--- src/sarec_regs.vh ---
// register offsets, field positions, reset values for the serial address recognition block
// assumes an 8-bit register address space and an 8-bit data path
`ifndef SAREC_REGS_VH
`define SAREC_REGS_VH

`define SAREC_OFS_SCTL      8'h98
`define SAREC_OFS_RXBUF     8'h99
`define SAREC_OFS_OWN       8'ha9
`define SAREC_OFS_MASK      8'hb9
`define SAREC_OFS_BAUD_LO   8'hc1
`define SAREC_OFS_BAUD_HI   8'hc2
`define SAREC_OFS_ISTAT     8'hc3
`define SAREC_OFS_IMASK     8'hc4

`define SAREC_SCTL_RI       0
`define SAREC_SCTL_TI       1
`define SAREC_SCTL_RB8      2
`define SAREC_SCTL_TB8      3
`define SAREC_SCTL_REN      4
`define SAREC_SCTL_SM2      5
`define SAREC_SCTL_MODE_LO  6
`define SAREC_SCTL_MODE_HI  7

`define SAREC_IST_ACCEPT    0
`define SAREC_IST_MISS      1
`define SAREC_IST_FERR      2

`define SAREC_RST_SCTL      8'h00
`define SAREC_RST_OWN       8'h00
`define SAREC_RST_MASK      8'h00
`define SAREC_RST_BAUD      16'h00ad
`define SAREC_RST_IST       3'h0

`define SAREC_MODE_SHIFT    2'h0
`define SAREC_MODE_8BIT     2'h1

`endif

--- src/sarec_top.v ---
// serial receiver with hardware address recognition and its register file
// assumes a single-cycle register port master on CLK_I and an async RXD line
//
// The strobed register port is this design's own decision.
`timescale 1ns/100ps
`default_nettype none
`include "sarec_regs.vh"

module sarec_top (
    input  wire       CLK_I,
    input  wire       RST_N_I,
    input  wire [7:0] ADDR_I,
    input  wire [7:0] WR_DATA_I,
    input  wire       WR_I,
    input  wire       RD_I,
    input  wire       RXD_I,
    output reg  [7:0] RD_DATA_O,
    output reg        IRQ_O
);

    localparam S_IDLE  = 3'h0;
    localparam S_START = 3'h1;
    localparam S_DATA  = 3'h2;
    localparam S_STOP  = 3'h3;
    localparam S_DONE  = 3'h4;

    // control reset value, split into its fields by the control and receive-result processes
    localparam [7:0] SCTL_RST = `SAREC_RST_SCTL;

    // pattern compare shared by given and broadcast address
    function addr_match;
        input [7:0] addr;
        input [7:0] ref_val;
        input [7:0] care;
        begin
            addr_match = (((addr ^ ref_val) & care) == 8'h00);
        end
    endfunction

    reg  [1:0]  mode;
    reg         multiproc_comm_enable;
    reg         rx_enable;
    reg         tb8;
    reg         rb8;
    reg         ti;
    reg         rx_complete_flag;
    reg  [7:0]  rx_data_buf;
    reg  [7:0]  own_station_address;
    reg  [7:0]  station_address_mask;
    reg  [15:0] baud_div;
    reg  [2:0]  int_status;
    reg  [2:0]  int_mask;

    reg         rxd_s1;
    reg         rxd_s2;
    reg         rxd_q;
    reg  [2:0]  state;
    reg  [15:0] cnt;
    reg  [3:0]  bits;
    reg  [8:0]  shreg;
    reg         stop_bit;

    wire nine_bit = mode[1];
    wire [3:0] nbits = nine_bit ? 4'h9 : 4'h8;

    // mode 0 keeps recognition off whatever the enable bit says
    wire recog_en = multiproc_comm_enable && (mode != `SAREC_MODE_SHIFT);

    wire [7:0] rx_data  = nine_bit ? shreg[7:0] : shreg[8:1];
    wire       rx_ninth = nine_bit ? shreg[8] : stop_bit;
    wire [7:0] bcast    = own_station_address | station_address_mask;
    wire       hit_given = addr_match(rx_data, own_station_address,
                                      station_address_mask);
    wire       hit_bcast = addr_match(rx_data, bcast, bcast);
    wire       hit = hit_given || hit_bcast;

    reg accept;
    always @* begin
        accept = 1'b1;
        if (recog_en) begin
            if (mode == `SAREC_MODE_8BIT) begin
                accept = stop_bit && hit;
            end else begin
                accept = rx_ninth && hit;
            end
        end
    end

    wire done     = (state == S_DONE);
    wire set_ri   = done && accept;
    wire ev_miss  = done && !accept;
    wire ev_ferr  = done && (mode != `SAREC_MODE_SHIFT) && !stop_bit;
    wire [2:0] ev = {ev_ferr, ev_miss, set_ri};

    wire wr_sctl  = WR_I && (ADDR_I == `SAREC_OFS_SCTL);
    wire wr_own   = WR_I && (ADDR_I == `SAREC_OFS_OWN);
    wire wr_mask  = WR_I && (ADDR_I == `SAREC_OFS_MASK);
    wire wr_blo   = WR_I && (ADDR_I == `SAREC_OFS_BAUD_LO);
    wire wr_bhi   = WR_I && (ADDR_I == `SAREC_OFS_BAUD_HI);
    wire wr_ist   = WR_I && (ADDR_I == `SAREC_OFS_ISTAT);
    wire wr_imask = WR_I && (ADDR_I == `SAREC_OFS_IMASK);

    wire [7:0] sctl_view = {mode, multiproc_comm_enable, rx_enable,
                            tb8, rb8, ti, rx_complete_flag};

    // rxd passes two flops before anything looks at it
    always @(posedge CLK_I or negedge RST_N_I) begin
        if (!RST_N_I) begin
            rxd_s1 <= 1'b1;
            rxd_s2 <= 1'b1;
            rxd_q  <= 1'b1;
        end else begin
            rxd_s1 <= RXD_I;
            rxd_s2 <= rxd_s1;
            rxd_q  <= rxd_s2;
        end
    end

    // receive sequencer: half a bit to centre on the start bit, then whole bits
    always @(posedge CLK_I or negedge RST_N_I) begin
        if (!RST_N_I) begin
            state    <= S_IDLE;
            cnt      <= 16'h0000;
            bits     <= 4'h0;
            shreg    <= 9'h000;
            stop_bit <= 1'b0;
        end else begin
            case (state)
                S_IDLE: begin
                    if (rx_enable && rxd_q && !rxd_s2) begin
                        cnt   <= {1'b0, baud_div[15:1]};
                        state <= S_START;
                    end
                end
                S_START: begin
                    if (cnt == 16'h0000) begin
                        // a glitch shorter than half a bit is dropped
                        if (!rxd_s2) begin
                            cnt   <= baud_div;
                            bits  <= 4'h0;
                            state <= S_DATA;
                        end else begin
                            state <= S_IDLE;
                        end
                    end else begin
                        cnt <= cnt - 16'h0001;
                    end
                end
                S_DATA: begin
                    if (cnt == 16'h0000) begin
                        shreg <= {rxd_s2, shreg[8:1]};
                        bits  <= bits + 4'h1;
                        cnt   <= baud_div;
                        if (bits == nbits - 4'h1) begin
                            if (mode == `SAREC_MODE_SHIFT) begin
                                stop_bit <= 1'b1;
                                state    <= S_DONE;
                            end else begin
                                state <= S_STOP;
                            end
                        end
                    end else begin
                        cnt <= cnt - 16'h0001;
                    end
                end
                S_STOP: begin
                    if (cnt == 16'h0000) begin
                        stop_bit <= rxd_s2;
                        state    <= S_DONE;
                    end else begin
                        cnt <= cnt - 16'h0001;
                    end
                end
                S_DONE: begin
                    state <= S_IDLE;
                end
                default: begin
                    state <= S_IDLE;
                end
            endcase
        end
    end

    // control fields owned by software alone
    always @(posedge CLK_I or negedge RST_N_I) begin
        if (!RST_N_I) begin
            mode                  <= SCTL_RST[`SAREC_SCTL_MODE_HI:`SAREC_SCTL_MODE_LO];
            multiproc_comm_enable <= SCTL_RST[`SAREC_SCTL_SM2];
            rx_enable             <= SCTL_RST[`SAREC_SCTL_REN];
            tb8                   <= SCTL_RST[`SAREC_SCTL_TB8];
            ti                    <= SCTL_RST[`SAREC_SCTL_TI];
        end else begin
            if (wr_sctl) begin
                mode <= WR_DATA_I[`SAREC_SCTL_MODE_HI:`SAREC_SCTL_MODE_LO];
                multiproc_comm_enable <= WR_DATA_I[`SAREC_SCTL_SM2];
                rx_enable <= WR_DATA_I[`SAREC_SCTL_REN];
                tb8 <= WR_DATA_I[`SAREC_SCTL_TB8];
                ti  <= WR_DATA_I[`SAREC_SCTL_TI];
            end
        end
    end

    // receive results; a frame landing beside a control write wins, so a stale
    // clear from software never hides an accepted frame
    always @(posedge CLK_I or negedge RST_N_I) begin
        if (!RST_N_I) begin
            rb8              <= SCTL_RST[`SAREC_SCTL_RB8];
            rx_complete_flag <= SCTL_RST[`SAREC_SCTL_RI];
            rx_data_buf      <= 8'h00;
        end else begin
            if (set_ri) begin
                rb8         <= rx_ninth;
                rx_data_buf <= rx_data;
            end else if (wr_sctl) begin
                rb8 <= WR_DATA_I[`SAREC_SCTL_RB8];
            end
            rx_complete_flag <= (wr_sctl ? WR_DATA_I[`SAREC_SCTL_RI] : rx_complete_flag)
                                | set_ri;
        end
    end

    // address pair; both clear on reset so every address is answered
    always @(posedge CLK_I or negedge RST_N_I) begin
        if (!RST_N_I) begin
            own_station_address  <= `SAREC_RST_OWN;
            station_address_mask <= `SAREC_RST_MASK;
        end else begin
            if (wr_own) begin
                own_station_address <= WR_DATA_I;
            end
            if (wr_mask) begin
                station_address_mask <= WR_DATA_I;
            end
        end
    end

    // divisor bytes are written independently; a half-written value is live
    always @(posedge CLK_I or negedge RST_N_I) begin
        if (!RST_N_I) begin
            baud_div <= `SAREC_RST_BAUD;
        end else begin
            if (wr_blo) begin
                baud_div[7:0] <= WR_DATA_I;
            end
            if (wr_bhi) begin
                baud_div[15:8] <= WR_DATA_I;
            end
        end
    end

    // status is write-one-to-clear; an event in the clearing cycle still sets
    always @(posedge CLK_I or negedge RST_N_I) begin
        if (!RST_N_I) begin
            int_status <= `SAREC_RST_IST;
            int_mask   <= `SAREC_RST_IST;
        end else begin
            int_status <= (int_status & ~(wr_ist ? WR_DATA_I[2:0] : 3'h0)) | ev;
            if (wr_imask) begin
                int_mask <= WR_DATA_I[2:0];
            end
        end
    end

    // read data stand in the cycle after the strobe only
    always @(posedge CLK_I or negedge RST_N_I) begin
        if (!RST_N_I) begin
            RD_DATA_O <= 8'h00;
            IRQ_O     <= 1'b0;
        end else begin
            IRQ_O <= |(int_status & int_mask);
            if (RD_I) begin
                case (ADDR_I)
                    `SAREC_OFS_SCTL:    RD_DATA_O <= sctl_view;
                    `SAREC_OFS_RXBUF:   RD_DATA_O <= rx_data_buf;
                    `SAREC_OFS_OWN:     RD_DATA_O <= own_station_address;
                    `SAREC_OFS_MASK:    RD_DATA_O <= station_address_mask;
                    `SAREC_OFS_BAUD_LO: RD_DATA_O <= baud_div[7:0];
                    `SAREC_OFS_BAUD_HI: RD_DATA_O <= baud_div[15:8];
                    `SAREC_OFS_ISTAT:   RD_DATA_O <= {5'h00, int_status};
                    `SAREC_OFS_IMASK:   RD_DATA_O <= {5'h00, int_mask};
                    default:            RD_DATA_O <= 8'h00;
                endcase
            end else begin
                RD_DATA_O <= 8'h00;
            end
        end
    end

endmodule
`default_nettype wire

--- config.mk ---
export PLATFORM = sky130hd
export DESIGN_NAME = sarec_top
export DESIGN_NICKNAME = d
export VERILOG_FILES = /design/src/sarec_top.v
export VERILOG_INCLUDE_DIRS = /design/src
export SDC_FILE = /design/constraint.sdc
export NUM_CORES = 1
export LEC_CHECK = 0
export BUFFER_PORTS_ARGS = -buffer_cell sky130_fd_sc_hd__buf_2
export CAP_MARGIN = 20
export CORE_ASPECT_RATIO = 0.8
export CORE_UTILIZATION = 35
export DETAILED_ROUTE_END_ITERATION = 6
export HOLD_SLACK_MARGIN = 0.02
export SETUP_SLACK_MARGIN = 0.4
export SLEW_MARGIN = 10
export SYNTH_ARGS = -nofsm -noshare
export SYNTH_HDL_FRONTEND = slang
export SYNTH_SLANG_ARGS = --single-unit
--- constraint.sdc ---
create_clock -name CLK_I -period 2.55 [get_ports CLK_I]
set_clock_uncertainty 0.05 [all_clocks]
set_input_delay 0 -clock CLK_I [delete_from_list [all_inputs] [get_ports CLK_I]]
set_output_delay 0 -clock CLK_I [all_outputs]
set_load 0.005 [all_outputs]
Word-level counts from Yosys, hierarchy flattened
Index checks and enable logic that the tools add are counted.
- shift-type cells: 0
- equality and inequality tests: 23
- $add $sub $neg: 3
- bitwise logic cells: 10
- $mul: 0
- magnitude comparators: 0
- div/mod/pow operators: 0
- muxes and demuxes: 34
- reductions and logical operators: 36
- operators by type and width (cell ; number):
    16-bit two-way mux ; 5
    8-bit == test (second input constant) ; 8
    16-bit case mux with 4 select lines ; 1
    8-bit case mux with 8 select lines ; 1
    3-bit two-way mux ; 7
    8-bit AND ; 2
    1-bit logical AND ; 16
    16-bit logical NOT ; 1
    8-bit logical NOT ; 2
    8-bit two-way mux ; 2
    2-bit inequality test (second input constant) ; 8
    16-bit by 1-bit subtractor with 16-bit output (second input constant) ; 1
    8-bit XOR ; 2
    4-bit two-way mux ; 3
    3-bit case mux with 4 select lines ; 1
    1-bit two-way mux ; 11
    5-bit AND reduction ; 2
    8-bit OR ; 1
    4-bit case mux with 2 select lines ; 1
    4-bit AND reduction ; 2
    2-bit nonzero test ; 4
    3-bit AND ; 2
    3-bit by 2-bit == test with 1-bit output (second input constant) ; 2
    4-bit by 1-bit adder with 4-bit output (second input constant) ; 1
    other kinds (18) ; 20
- memories: 0
- output and inout port bits: 9
- logic and storage cells: 130
- bits in writable memories: 0
- latch bits: 0
- ROM bits: 0
- bits of input ports: 21
- bits in registers: 99

Depth between registers and ports, before layout
Gate-level depths: netlist of the first run.
- depth in word-level cells: 11
- depth in mapped cells: 9
- gate-level depth less buffers: 8

Worst setup path after synthesis of the first run
Ideal clock, no wire load.
- path kind: register to register
- from: register mode[1]
- to: register rx_data_buf[0]
- clock period less this slack: 2.447 ns
- library setup time: 0.125 ns
- data arrival time: 2.272 ns
- path slack: 0.103 ns
- stages on the path, launching flop included: 8
- data required time: 2.375 ns
- buffers on the path: 1
- cells stage by stage: dfrtp_1 buf_6 mux2_4 xor2_1 a2111oi_2 a211oi_2 nor3_4 mux2_4
- cells in the longest elaborated chain, start to end: 9
- elaborated cells on any way between the ends: 17
- those cells by class: eq/ne: 1; mux: 4; bitwise: 4; reduce/logical: 8
- RTL lines (item ; RTL line ; RTL):
    from (decl) ; sarec_top.v:40 ; reg [1:0] mode;
    from (signal assigned) ; sarec_top.v:187 ; mode <= SCTL_RST[`SAREC_SCTL_MODE_HI:`SAREC_SCTL_MODE_LO];
    from (signal assigned) ; sarec_top.v:194 ; mode <= WR_DATA_I[`SAREC_SCTL_MODE_HI:`SAREC_SCTL_MODE_LO];
    8-bit two-way mux ; sarec_top.v:69 ; wire [7:0] rx_data = nine_bit ? shreg[7:0] : shreg[8:1];
    8-bit XOR ; sarec_top.v:36 ; addr_match = (((addr ^ ref_val) & care) == 8'h00);
    8-bit AND ; sarec_top.v:36 ;
    8-bit logical NOT ; sarec_top.v:36 ;
    1-bit logical OR ; sarec_top.v:75 ; wire hit = hit_given || hit_bcast;
    1-bit logical AND, on equally long branches ; sarec_top.v:84, sarec_top.v:82 ;
    1-bit two-way mux ; sarec_top.v:81 ; if (mode == `SAREC_MODE_8BIT) begin
    1-bit two-way mux ; sarec_top.v:80 ; if (recog_en) begin
    1-bit logical AND ; sarec_top.v:90 ; wire set_ri = done && accept;
    to (signal assigned) ; sarec_top.v:213 ; rx_data_buf <= rx_data;
    to (decl) ; sarec_top.v:47 ; reg [7:0] rx_data_buf;
Parallel ways exist; a longest one is shown, timed or not.
A chain may end at the register's enable or synchronous reset.

Worst setup path after layout of the first run
- from: register mode[1]
- to: register rx_data_buf[5]
Same word-level chain as after synthesis.

==> results of run 1 <==
[sequential cells by signal, indices dropped and copies added, names as in the netlist, 2 cells and up]
register and flops:
baud_div 16, state 3, cnt 16, bits 4, rx_data_buf 8, RD_DATA_O 8
int_mask 3, shreg 9, int_status 3, mode 2, own_station_address 8, station_address_mask 8
[per-layer routing]
metal	global-route usage (%)	part of all wire (%)	vias to the layer above
li1	-	-	2053
met1	30.2	47	2249
met2	29.4	43	168
met3	5.08	8.5	23
met4	6.74	1.8	0
met5	0	0	-
[worst paths after layout]
path                                      from                         end  slack [ps]
max in group asynchronous              RST_N_I        shreg[5]$_DFFE_PN0P_        1390
min reg2reg                   rxd_s1$_DFF_PN1_            rxd_s2$_DFF_PN1_         310
max                        mode[1]$_DFFE_PN0P_  rx_data_buf[5]$_DFFE_PN0P_         150
min                                       WR_I     int_status[0]$_DFF_PN0_          80
min in group asynchronous              RST_N_I      RD_DATA_O[1]$_DFF_PN0_         190
max reg2reg                mode[1]$_DFFE_PN0P_  rx_data_buf[5]$_DFFE_PN0P_         150
[Yosys cell counts (3+ instances only)]
cell type  count
dfrtp_1       91
nand2_1       61
mux2_2        52
nor2_1        48
o21ai_0       34
a21oi_1       24
clkbuf_1      19
a22oi_1       17
nor3_1        16
mux2i_1       15
a22o_1        10
mux2_4        10
nand2b_1      10
a221oi_1       8
dfstp_2        8
nor4_1         8
inv_1          7
nand3_1        7
o21a_1         6
nand3b_1       5
o22ai_1        4
or3_1          4
a31oi_1        3
ha_1           3
nor2b_1        3
o41ai_1        3
xor2_1         3
[power by group]
group | switching, W | total [W] | internal (W)
Sequential | 0.000290 | 0.00206 | 0.00177
Clock | 0.000632 | 0.00140 | 0.000766
Combinational | 0.00116 | 0.00200 | 0.000848
Total | 0.00208 | 0.00546 | 0.00338
[cell families after synthesis]
kind of cell / count (synthesis)
compound gates: 128
xor+xnor: 4
fa+ha+maj: 3
buf+inv: 29
flops: 99
mux: 77
simple gates: 177
[layout make-up]
class / count / area share [%]
Inverter: 7 / 0.406
Clock buffer: 9 / 3.48
Timing Repair Buffer: 70 / 8.18
Clock inverter: 7 / 1.18
Tap cell: 184 / 3.56
Sequential cell: 99 / 38.5
Multi-Input combinational cell: 393 / 44.7
[worst max-delay path, cell delays in order, from the launching register on]
cell	delay, ps
dfrtp_2	460
buf_6	150
mux2_4	310
xor2_1	160
a2111oi_2	340
a211oi_2	170
nor3_4	170
buf_12	170
mux2_4	300
[through the flow]
| stage | setup TNS (ps) | cells | cell area, um2 | power [W] | hold slack (ps) |
|---|---|---|---|---|---|
| CTS | 0 | 764 | 6360 | 0.00528 | 69.6 |
| detailed placement | -6.08 | 722 | 5710 | 0.00354 | 33.7 |
| global placement | 0 | 722 | 5710 | 0.00349 | 30.8 |
| floorplan | 0 | 517 | 5300 | 0.00309 | -346 |
| finish | 0 | 769 | 6470 | 0.00546 | 84.2 |
| global route | 0 | 769 | 6470 | 0.00574 | 105 |
[repair_timing]
item	CTS	global route
pin swaps	4	4
gates cloned	6	1
buffers inserted	10	4
gates resized for setup	31	18
setup endpoints to repair	41	44
hold buffers	10	0
endpoints found under the hold margin	94	0
==> run_results.csv, run 1 <==
group,metric,value,unit
clock_tree,htree_levels,3,
place,io_buffers,29,
critical_path,worstPathMaxFanout,10,
clock_tree,clk_pin_slew,70,ps
clock_tree,cts_tree,"done",
final_layout,mostFrequentLayoutCells,"dfrtp_1 (89), nand2_1 (61), mux2_2 (49)",
logic_synthesis,synth_top_family_by_area,"multiplexers",
critical_path,start_kind,"register",
logic_synthesis,yosysWarningCount,0,
critical_path,cp_data_arrival_time,2590,ps
logic_synthesis,ys.flop_type,"dfrtp_1",
power,peakVddDrop,0.353,mV
final_layout,syn_to_final_growth,22.6,%
clock_tree,cts.sinks,99,
timing,period_share,94.0,%
logic_synthesis,synth_cells,517,
final_layout,postLayoutCoreUtil,44.7,%
logic_synthesis,synth_edf_count,0,
place,gp_congestion,0.907,
logic_synthesis,ys_seq_elements,99,
die,rows,39,
critical_path,rr_worst_depth,8,
place,pre_cts_ws,-5.06,ps
grt,grt_pass1_wl,24200,um
die,boundaryPins,30,
logic_synthesis,avgSynthCellArea,10.2,um2
die,die_area,15600,um2
final_layout,num-fill-cells,1350,
routing,wl_per_cell,19.8,um
flow_run,cap_violations,0,
critical_path,critPathCaptureType,"register",
power,p_leak,2.88,nW
grt,track_usage,20.6,%
logic_synthesis,synthSimpleGateAreaFrac,16.0,%
worst_hold_path,holdPathStages,5,
timing,worst_slew_pin_slew,901,ps
clock_tree,clkLatencyLatePin,360,ps
final_layout,nNetsFinal,604,
timing,post-route-min-period,2400,ps
routing,final_antenna_net_count,0,
timing,rsz0062_at_grt,"yes",
logic_synthesis,synth_mux_area_share,16.8,%
final_layout,diodes,0,
routing,drt_iter0_markers,311,
power,p_per_area,844,nW/um2
die,die_width,139,um
logic_synthesis,synth_compound_area_share,16.4,%
routing,routed_wl,15200,um
timing,setup_viol,0,
logic_synthesis,synth_fa_ha_area_share,0.711,%
grt,grt_max_degree,53,
logic_synthesis,syn_nets,541,
routing,first_pass_iters,5,
worst_hold_path,min_path_type,"input port to register",
logic_synthesis,syn-cell-area,5280,um2
critical_path,cp_data_required_time,2740,ps
run_status,status,"completed",
clock_tree,clockBufferDepth,2,
grt,grt.overflow.total,0,
grt,grt_pass1_vias,4241,
die,initial_core_util,36.4,%
logic_synthesis,synth_cell_types,54,
timing,finalHoldViolCount,0,
die,fp.dieH,112,um
logic_synthesis,synth_top_area_share,43.1,%
critical_path,path_class,"register to register",
routing,vias,4493,
place,hpwl,9970,um
die,coreArea,14500,um2
logic_synthesis,yosysSeqAreaShare,47.1,%
timing,maxSlewHeadroom,39.3,%
clock_tree,cts_buffers,9,
timing,final.setup.worst_slack,153,ps
timing,drv_slew,0,
logic_synthesis,synthArstFlopShare,100,%
logic_synthesis,synthXorXnorAreaFrac,0.663,%
logic_synthesis,synth_top_area_cell,"dfrtp_1",
routing,via_per_inst,5.84,
final_layout,mostFrequentLayoutCell,"dfrtp_1",
final_layout,drive_above_1_share,31.3,%
grt,antenna_found_initial,0,
logic_synthesis,synth.top_cells.by_area,"dfrtp_1 (43%), mux2_2 (11%), nand2_1 (4.3%)",
clock_tree,cts.root.buffer_cell,"clkbuf_16",
routing,drc_errors,0,
final_layout,multi_input_area,2900,um2
timing,fmax,417,MHz
final_layout,seq_area,2490,um2
Power figures use the tool's default switching activity.
==> run 2, diff against run 1 <==
--- a/config.mk
+++ b/config.mk
@@ -12,6 +12,7 @@
 export CORE_UTILIZATION = 35
 export DETAILED_ROUTE_END_ITERATION = 6
 export HOLD_SLACK_MARGIN = 0.02
+export REMOVE_ABC_BUFFERS = 1
 export SETUP_SLACK_MARGIN = 0.4
 export SLEW_MARGIN = 10
 export SYNTH_ARGS = -nofsm -noshare
==> run 2 against run 1 <==
Net effect: global-route usage shrank 0.83 points; flip-flop and latch count is the same; maximum frequency shrank 2.3%; non-clock buffer count grew 5; combinational power grew 10%; sequential power is essentially flat; critical path type unchanged; critical endpoint is now rx_data_buf[6]$_DFFE_PN0P_.
==> run_results.csv, run 2 (synthesis gave the netlist of run 1 again) <==
group,metric,value,unit
run_status,status,"completed",
routing,first_pass_iters,5,
critical_path,path_class,"register to register",
die,die_width,139,um
timing,drv_slew,0,
critical_path,slowest_stage,"dfrtp_2",
grt,track_usage,19.7,%
clock_tree,clk_pin_slew,80,ps
timing,period_share,96.2,%
worst_hold_path,min_path_type,"input port to register",
critical_path,rr_worst_depth,8,
clock_tree,clockBufferDepth,2,
final_layout,mostFrequentLayoutCells,"dfrtp_1 (87), nand2_1 (61), mux2_2 (51)",
timing,maxSlewHeadroom,51.7,%
power,p_per_area,848,nW/um2
place,io_buffers,29,
critical_path,r2r-end,"rx_data_buf[6]$_DFFE_PN0P_",
die,initial_core_util,36.4,%
die,boundaryPins,30,
critical_path,critPathCaptureType,"register",
routing,vias,4475,
timing,post-route-min-period,2450,ps
critical_path,cp_data_required_time,2730,ps
die,die_area,15600,um2
timing,finalHoldViolCount,0,
critical_path,start_kind,"register",
final_layout,drive_above_1_share,34.7,%
final_layout,top_regs,"baud_div (16), cnt (16), shreg (9)",
critical_path,critPathLaunch,"mode[1]$_DFFE_PN0P_",
critical_path,cp-endpoint,"rx_data_buf[6]$_DFFE_PN0P_",
routing,via_per_inst,5.80,
grt,antenna_found_initial,0,
critical_path,slowest_delay,460,ps
grt,grt_pass1_vias,4169,
clock_tree,htree_levels,3,
power,peakVddDrop,0.533,mV
timing,fin_setup_tns,0,ps
routing,drt_iter0_markers,506,
place,hpwl,10100,um
clock_tree,clkLatencyLatePin,350,ps
final_layout,syn_to_final_growth,26.1,%
routing,wl_per_cell,19.9,um
power,p_leak,2.94,nW
grt,grt.overflow.total,0,
final_layout,final_area,6660,um2
clock_tree,cts_tree,"done",
critical_path,worstPathMaxFanout,5,
timing,worst_slew_pin_slew,724,ps
clock_tree,cts.sinks,99,
critical_path,crit_top_cell,"mux2_4",
timing,rsz0062_at_grt,"yes",
critical_path,reg2reg_slack,100,ps
grt,grt_pass1_wl,23600,um
flow_run,cap_violations,0,
final_layout,seq_area,2490,um2
timing,setup_viol,0,
final_layout,mostFrequentLayoutCell,"dfrtp_1",
die,coreArea,14500,um2
final_layout,multi_input_area,3020,um2
clock_tree,cts.root.buffer_cell,"clkbuf_16",
clock_tree,cts_buffers,9,
routing,final_antenna_net_count,0,
final_layout,num-fill-cells,1331,
die,rows,39,
die,fp.dieH,112,um
routing,drc_errors,0,
critical_path,cp_data_arrival_time,2640,ps
timing,fmax,408,MHz
grt,grt_max_degree,52,
final_layout,nNetsFinal,607,
place,placed_area,5720,um2
critical_path,r2r-start,"mode[1]$_DFFE_PN0P_",
place,gp_congestion,0.898,
routing,routed_wl,15300,um
critical_path,crit_chain,"buf_6 > mux2_4 > xor2_2 > a2111oi_4 > a211oi_2 > nor3_4 > clkbuf_16 > mux2_4",
final_layout,diodes,0,
[run 2: cell count changes in the layout (fill, tap and decap cells not counted), moves of 3 or more]
cell	before	now
a21oi_1	24	21
a21oi_2	0	3
buf_4	22	25
nor2_4	0	3
o21ai_0	33	16
o21ai_1	1	14
o21ai_2	0	3
[run 2: through the flow]
step / instances / total power [W] / setup slack [ps] / hold slack (ps) / util [%]
floorplan: 495 / 0.00303 / -156 / -346 / -
global placement: 725 / 0.00349 / 59.2 / 45.3 / 39.4
detailed placement: 725 / 0.00352 / 2.41 / 50.9 / 39.4
CTS: 761 / 0.00511 / 105 / 63.0 / 43.1
global route: 772 / 0.00595 / 28.4 / 95.0 / 46.0
finish: 772 / 0.00565 / 97.4 / 80.8 / 46.0
[run 2: worst max-delay path: cells and delay by family, from the launching register on]
kind                   cells  cell delay (ps)
multiplexers               2              600
AO/OA/AOI/OAI              2              480
buffers and inverters      2              340
AND/OR/NAND/NOR            1              240
XOR/XNOR                   1              160
flip-flops                 1              460
[run 2: worst min-delay path by stage]
| stage | start | to | cells after the start |
|---|---|---|---|
| after floorplan | RST_N_I | IRQ_O$_DFF_PN0_ | 0 |
| after global placement | RST_N_I | shreg[3]$_DFFE_PN0P_ | 1 |
| after detailed placement | RST_N_I | shreg[4]$_DFFE_PN0P_ | 1 |
| after CTS | WR_I | int_mask[0]$_DFFE_PN0P_ | 3 |
| after global routing | WR_I | int_mask[1]$_DFFE_PN0P_ | 3 |
| final | WR_I | int_mask[0]$_DFFE_PN0P_ | 3 |
[run 2: area by class of cell]
| class | instances | area share [%] |
|---|---|---|
| clock buffer | 9 | 3.38 |
| clock inverter | 7 | 1.09 |
| inverter | 7 | 0.395 |
| multi-input combinational | 391 | 45.4 |
| sequential | 99 | 37.4 |
| tap | 184 | 3.46 |
| timing repair buffer | 75 | 8.89 |
[run 2: power by group]
group          switching [W]  internal [W]  total (W)
Combinational        0.00123      0.000969    0.00220
Sequential          0.000312       0.00177    0.00208
Clock               0.000675      0.000690    0.00137
Total                0.00222       0.00343    0.00565
[run 2: per-layer routing]
| metal | track usage [%] | vias up | wire length (um) |
|---|---|---|---|
| li1 | - | 2052 | - |
| met1 | 30.3 | 2233 | 7580 |
| met2 | 27.2 | 172 | 6460 |
| met3 | 4.43 | 18 | 1060 |
| met4 | 5.85 | 0 | 231 |
| met5 | 0 | - | 0 |
[run 2: what timing repair did]
| item | in CTS | in global routing |
|---|---|---|
| cloned | 3 | 4 |
| resized for setup | 19 | 81 |
| endpoints found under the setup margin | 40 | 44 |
| pin swaps | 4 | 33 |
| setup buffers | 7 | 7 |
| endpoints found under the hold margin | 93 | 0 |
| hold buffers | 10 | 0 |
==> run 3, diff against run 2 <==
--- a/config.mk
+++ b/config.mk
@@ -6,11 +6,12 @@
 export SDC_FILE = /design/constraint.sdc
 export NUM_CORES = 1
 export LEC_CHECK = 0
-export BUFFER_PORTS_ARGS = -buffer_cell sky130_fd_sc_hd__buf_2
+export BUFFER_PORTS_ARGS = -buffer_cell sky130_fd_sc_hd__buf_4
 export CAP_MARGIN = 20
 export CORE_ASPECT_RATIO = 0.8
 export CORE_UTILIZATION = 35
 export DETAILED_ROUTE_END_ITERATION = 6
+export GPL_ROUTABILITY_DRIVEN = 0
 export HOLD_SLACK_MARGIN = 0.02
 export REMOVE_ABC_BUFFERS = 1
 export SETUP_SLACK_MARGIN = 0.4
==> constraint.sdc (replaced) <==
create_clock -name CLK_I -period 2.69 [get_ports CLK_I]
set_clock_uncertainty 0.05 [all_clocks]
set_input_delay 0 -clock CLK_I [delete_from_list [all_inputs] [get_ports CLK_I]]
set_output_delay 0 -clock CLK_I [all_outputs]
set_load 0.005 [all_outputs]
==> run 3 against run 2 <==
Net effect: clock-buffer cell count increased by 1; non-clock buffer count decreased by 15; largest cell class unchanged; sequential power decreased by 7%.
==> run_results.csv, run 3 (synthesis gave the netlist of run 1 again) <==
group,metric,value,unit
critical_path,r2r-start,"mode[1]$_DFFE_PN0P_",
run_status,status,"completed",
final_layout,num-fill-cells,1333,
flow_run,cap_violations,0,
routing,via_per_inst,5.66,
routing,drc_errors,0,
timing,finalHoldViolCount,0,
worst_hold_path,hold_end,"int_mask[2]$_DFFE_PN0P_",
timing,post-route-min-period,2480,ps
critical_path,r2r-end,"rx_data_buf[2]$_DFFE_PN0P_",
critical_path,reg2reg_slack,210,ps
die,fp.dieH,112,um
die,rows,39,
routing,vias,4272,
place,hpwl,10100,um
die,die_area,15600,um2
routing,route.met2.wl,6330,um
critical_path,start_kind,"register",
grt,grt.overflow.total,0,
die,initial_core_util,36.4,%
critical_path,cp_data_arrival_time,2660,ps
critical_path,critPathLaunch,"mode[1]$_DFFE_PN0P_",
timing,whs,64.0,ps
clock_tree,cts.root.buffer_cell,"clkbuf_16",
timing,setup_viol,0,
timing,fin_setup_tns,0,ps
worst_hold_path,min_path_type,"input port to register",
place,dp.cells,718,
final_layout,diodes,0,
final_layout,drive_above_1_share,28.4,%
clock_tree,cts_buffers,9,
routing,routed_wl,14500,um
timing,worst_slew_pin_slew,580,ps
critical_path,path_class,"register to register",
clock_tree,cts_tree,"done",
critical_path,worstPathMaxFanout,6,
final_layout,top_regs,"baud_div (16), cnt (16), shreg (9)",
timing,fmax,404,MHz
timing,rsz0062_at_grt,"yes",
die,boundaryPins,30,
grt,antenna_found_initial,0,
routing,wl_met3,956,um
power,p_leak,2.85,nW
clock_tree,clkLatencyLatePin,350,ps
critical_path,critPathCaptureType,"register",
routing,drt_iter0_markers,377,
final_layout,mostFrequentLayoutCells,"dfrtp_1 (89), nand2_1 (61), mux2_2 (50)",
clock_tree,cts.sinks,99,
clock_tree,htree_levels,3,
routing,wl_per_cell,19.2,um
final_layout,postLayoutCoreUtil,44.3,%
clock_tree,clockBufferDepth,2,
routing,first_pass_iters,5,
grt,grt_max_degree,65,
routing,highest_layer,"met4",
timing,maxSlewHeadroom,61.2,%
final_layout,mostFrequentLayoutCell,"dfrtp_1",
power,p_per_area,764,nW/um2
place,io_buffers,29,
worst_hold_path,holdPathStages,3,
routing,final_antenna_net_count,0,
grt,grt_pass1_vias,4252,
die,coreArea,14500,um2
timing,period_share,92.1,%
critical_path,rr_worst_depth,9,
timing,drv_slew,0,
power,p_total,0.00490,W
clock_tree,clk_pin_slew,80,ps
grt,track_usage,19.3,%
final_layout,syn_to_final_growth,21.5,%
power,peakVddDrop,0.339,mV
routing,wl_met1,7080,um
final_layout,instances_no_fill,755,
die,die_width,139,um
critical_path,cp_data_required_time,2870,ps
final_layout,nNetsFinal,590,
worst_hold_path,min_from,"WR_I",
grt,grt_pass1_wl,23200,um
## run 3: changes by cell type in the layout (fill, tap and decap cells not counted), moves of 4 or more
cell and change:
buf_2 -28, buf_4 +14, nor2_1 +4, nor3_1 +4, o21ai_0 +18, o21ai_1 -14
## run 3: power breakdown
group / total [W] / internal [W] / switching [W]
Clock: 0.00131 / 0.000683 / 0.000632
Combinational: 0.00164 / 0.000725 / 0.000915
Sequential: 0.00194 / 0.00167 / 0.000270
Total: 0.00490 / 0.00308 / 0.00182
## run 3: final cells by class
class	instances	area (um2)	share of cell area, %
Clock buffer	10	239	3.73
Clock inverter	6	65.1	1.01
Inverter	7	26.3	0.410
Multi-Input combinational cell	389	2790	43.6
Sequential cell	99	2490	38.8
Tap cell	184	230	3.59
Timing Repair Buffer	60	571	8.89
## run 3: worst max-delay path: stages, from the launching register on
cell,delay [ps]
dfrtp_2,390
buf_12,120
mux2_2,380
mux2i_2,180
a2111oi_4,350
a211oi_2,150
nor3_4,180
buf_6,150
buf_16,110
mux2_4,290
## run 3: stage by stage
step | setup WS, ps | area (um2)
2_1_floorplan | -15.8 | 5190
3_3_place_gp | 152 | 5730
3_5_place_dp | 19.5 | 5730
4_1_cts | 284 | 6280
5_1_grt | 143 | 6410
6_report | 213 | 6410
## run 3: how the worst max path moves through the flow
stage / slack [ps] / end / depth (start not counted)
global route: 140 / rx_data_buf[0]$_DFFE_PN0P_ / 9
CTS: 280 / rx_data_buf[0]$_DFFE_PN0P_ / 9
detailed placement: 20 / rx_data_buf[3]$_DFFE_PN0P_ / 7
floorplan: -20 / cnt[3]$_DFFE_PN0P_ / 7
global placement: 150 / rx_data_buf[2]$_DFFE_PN0P_ / 7
finish: 210 / rx_data_buf[2]$_DFFE_PN0P_ / 9
## run 3: metal layers
| metal | global-route usage, % | vias to the layer above |
|---|---|---|
| met5 | 0 | - |
| met2 | 28.6 | 135 |
| li1 | - | 2009 |
| met1 | 27.9 | 2114 |
| met4 | 5.78 | 0 |
| met3 | 4.65 | 14 |
## run 3: what timing repair did
item                       4_1_cts  5_1_grt
hold endpoints to repair        80        0
cloned                           1        2
gates resized for setup         12       24
pin swaps                        4        2
setup endpoints to repair       27       38
hold buffers                    10        0
buffers inserted                 7        1
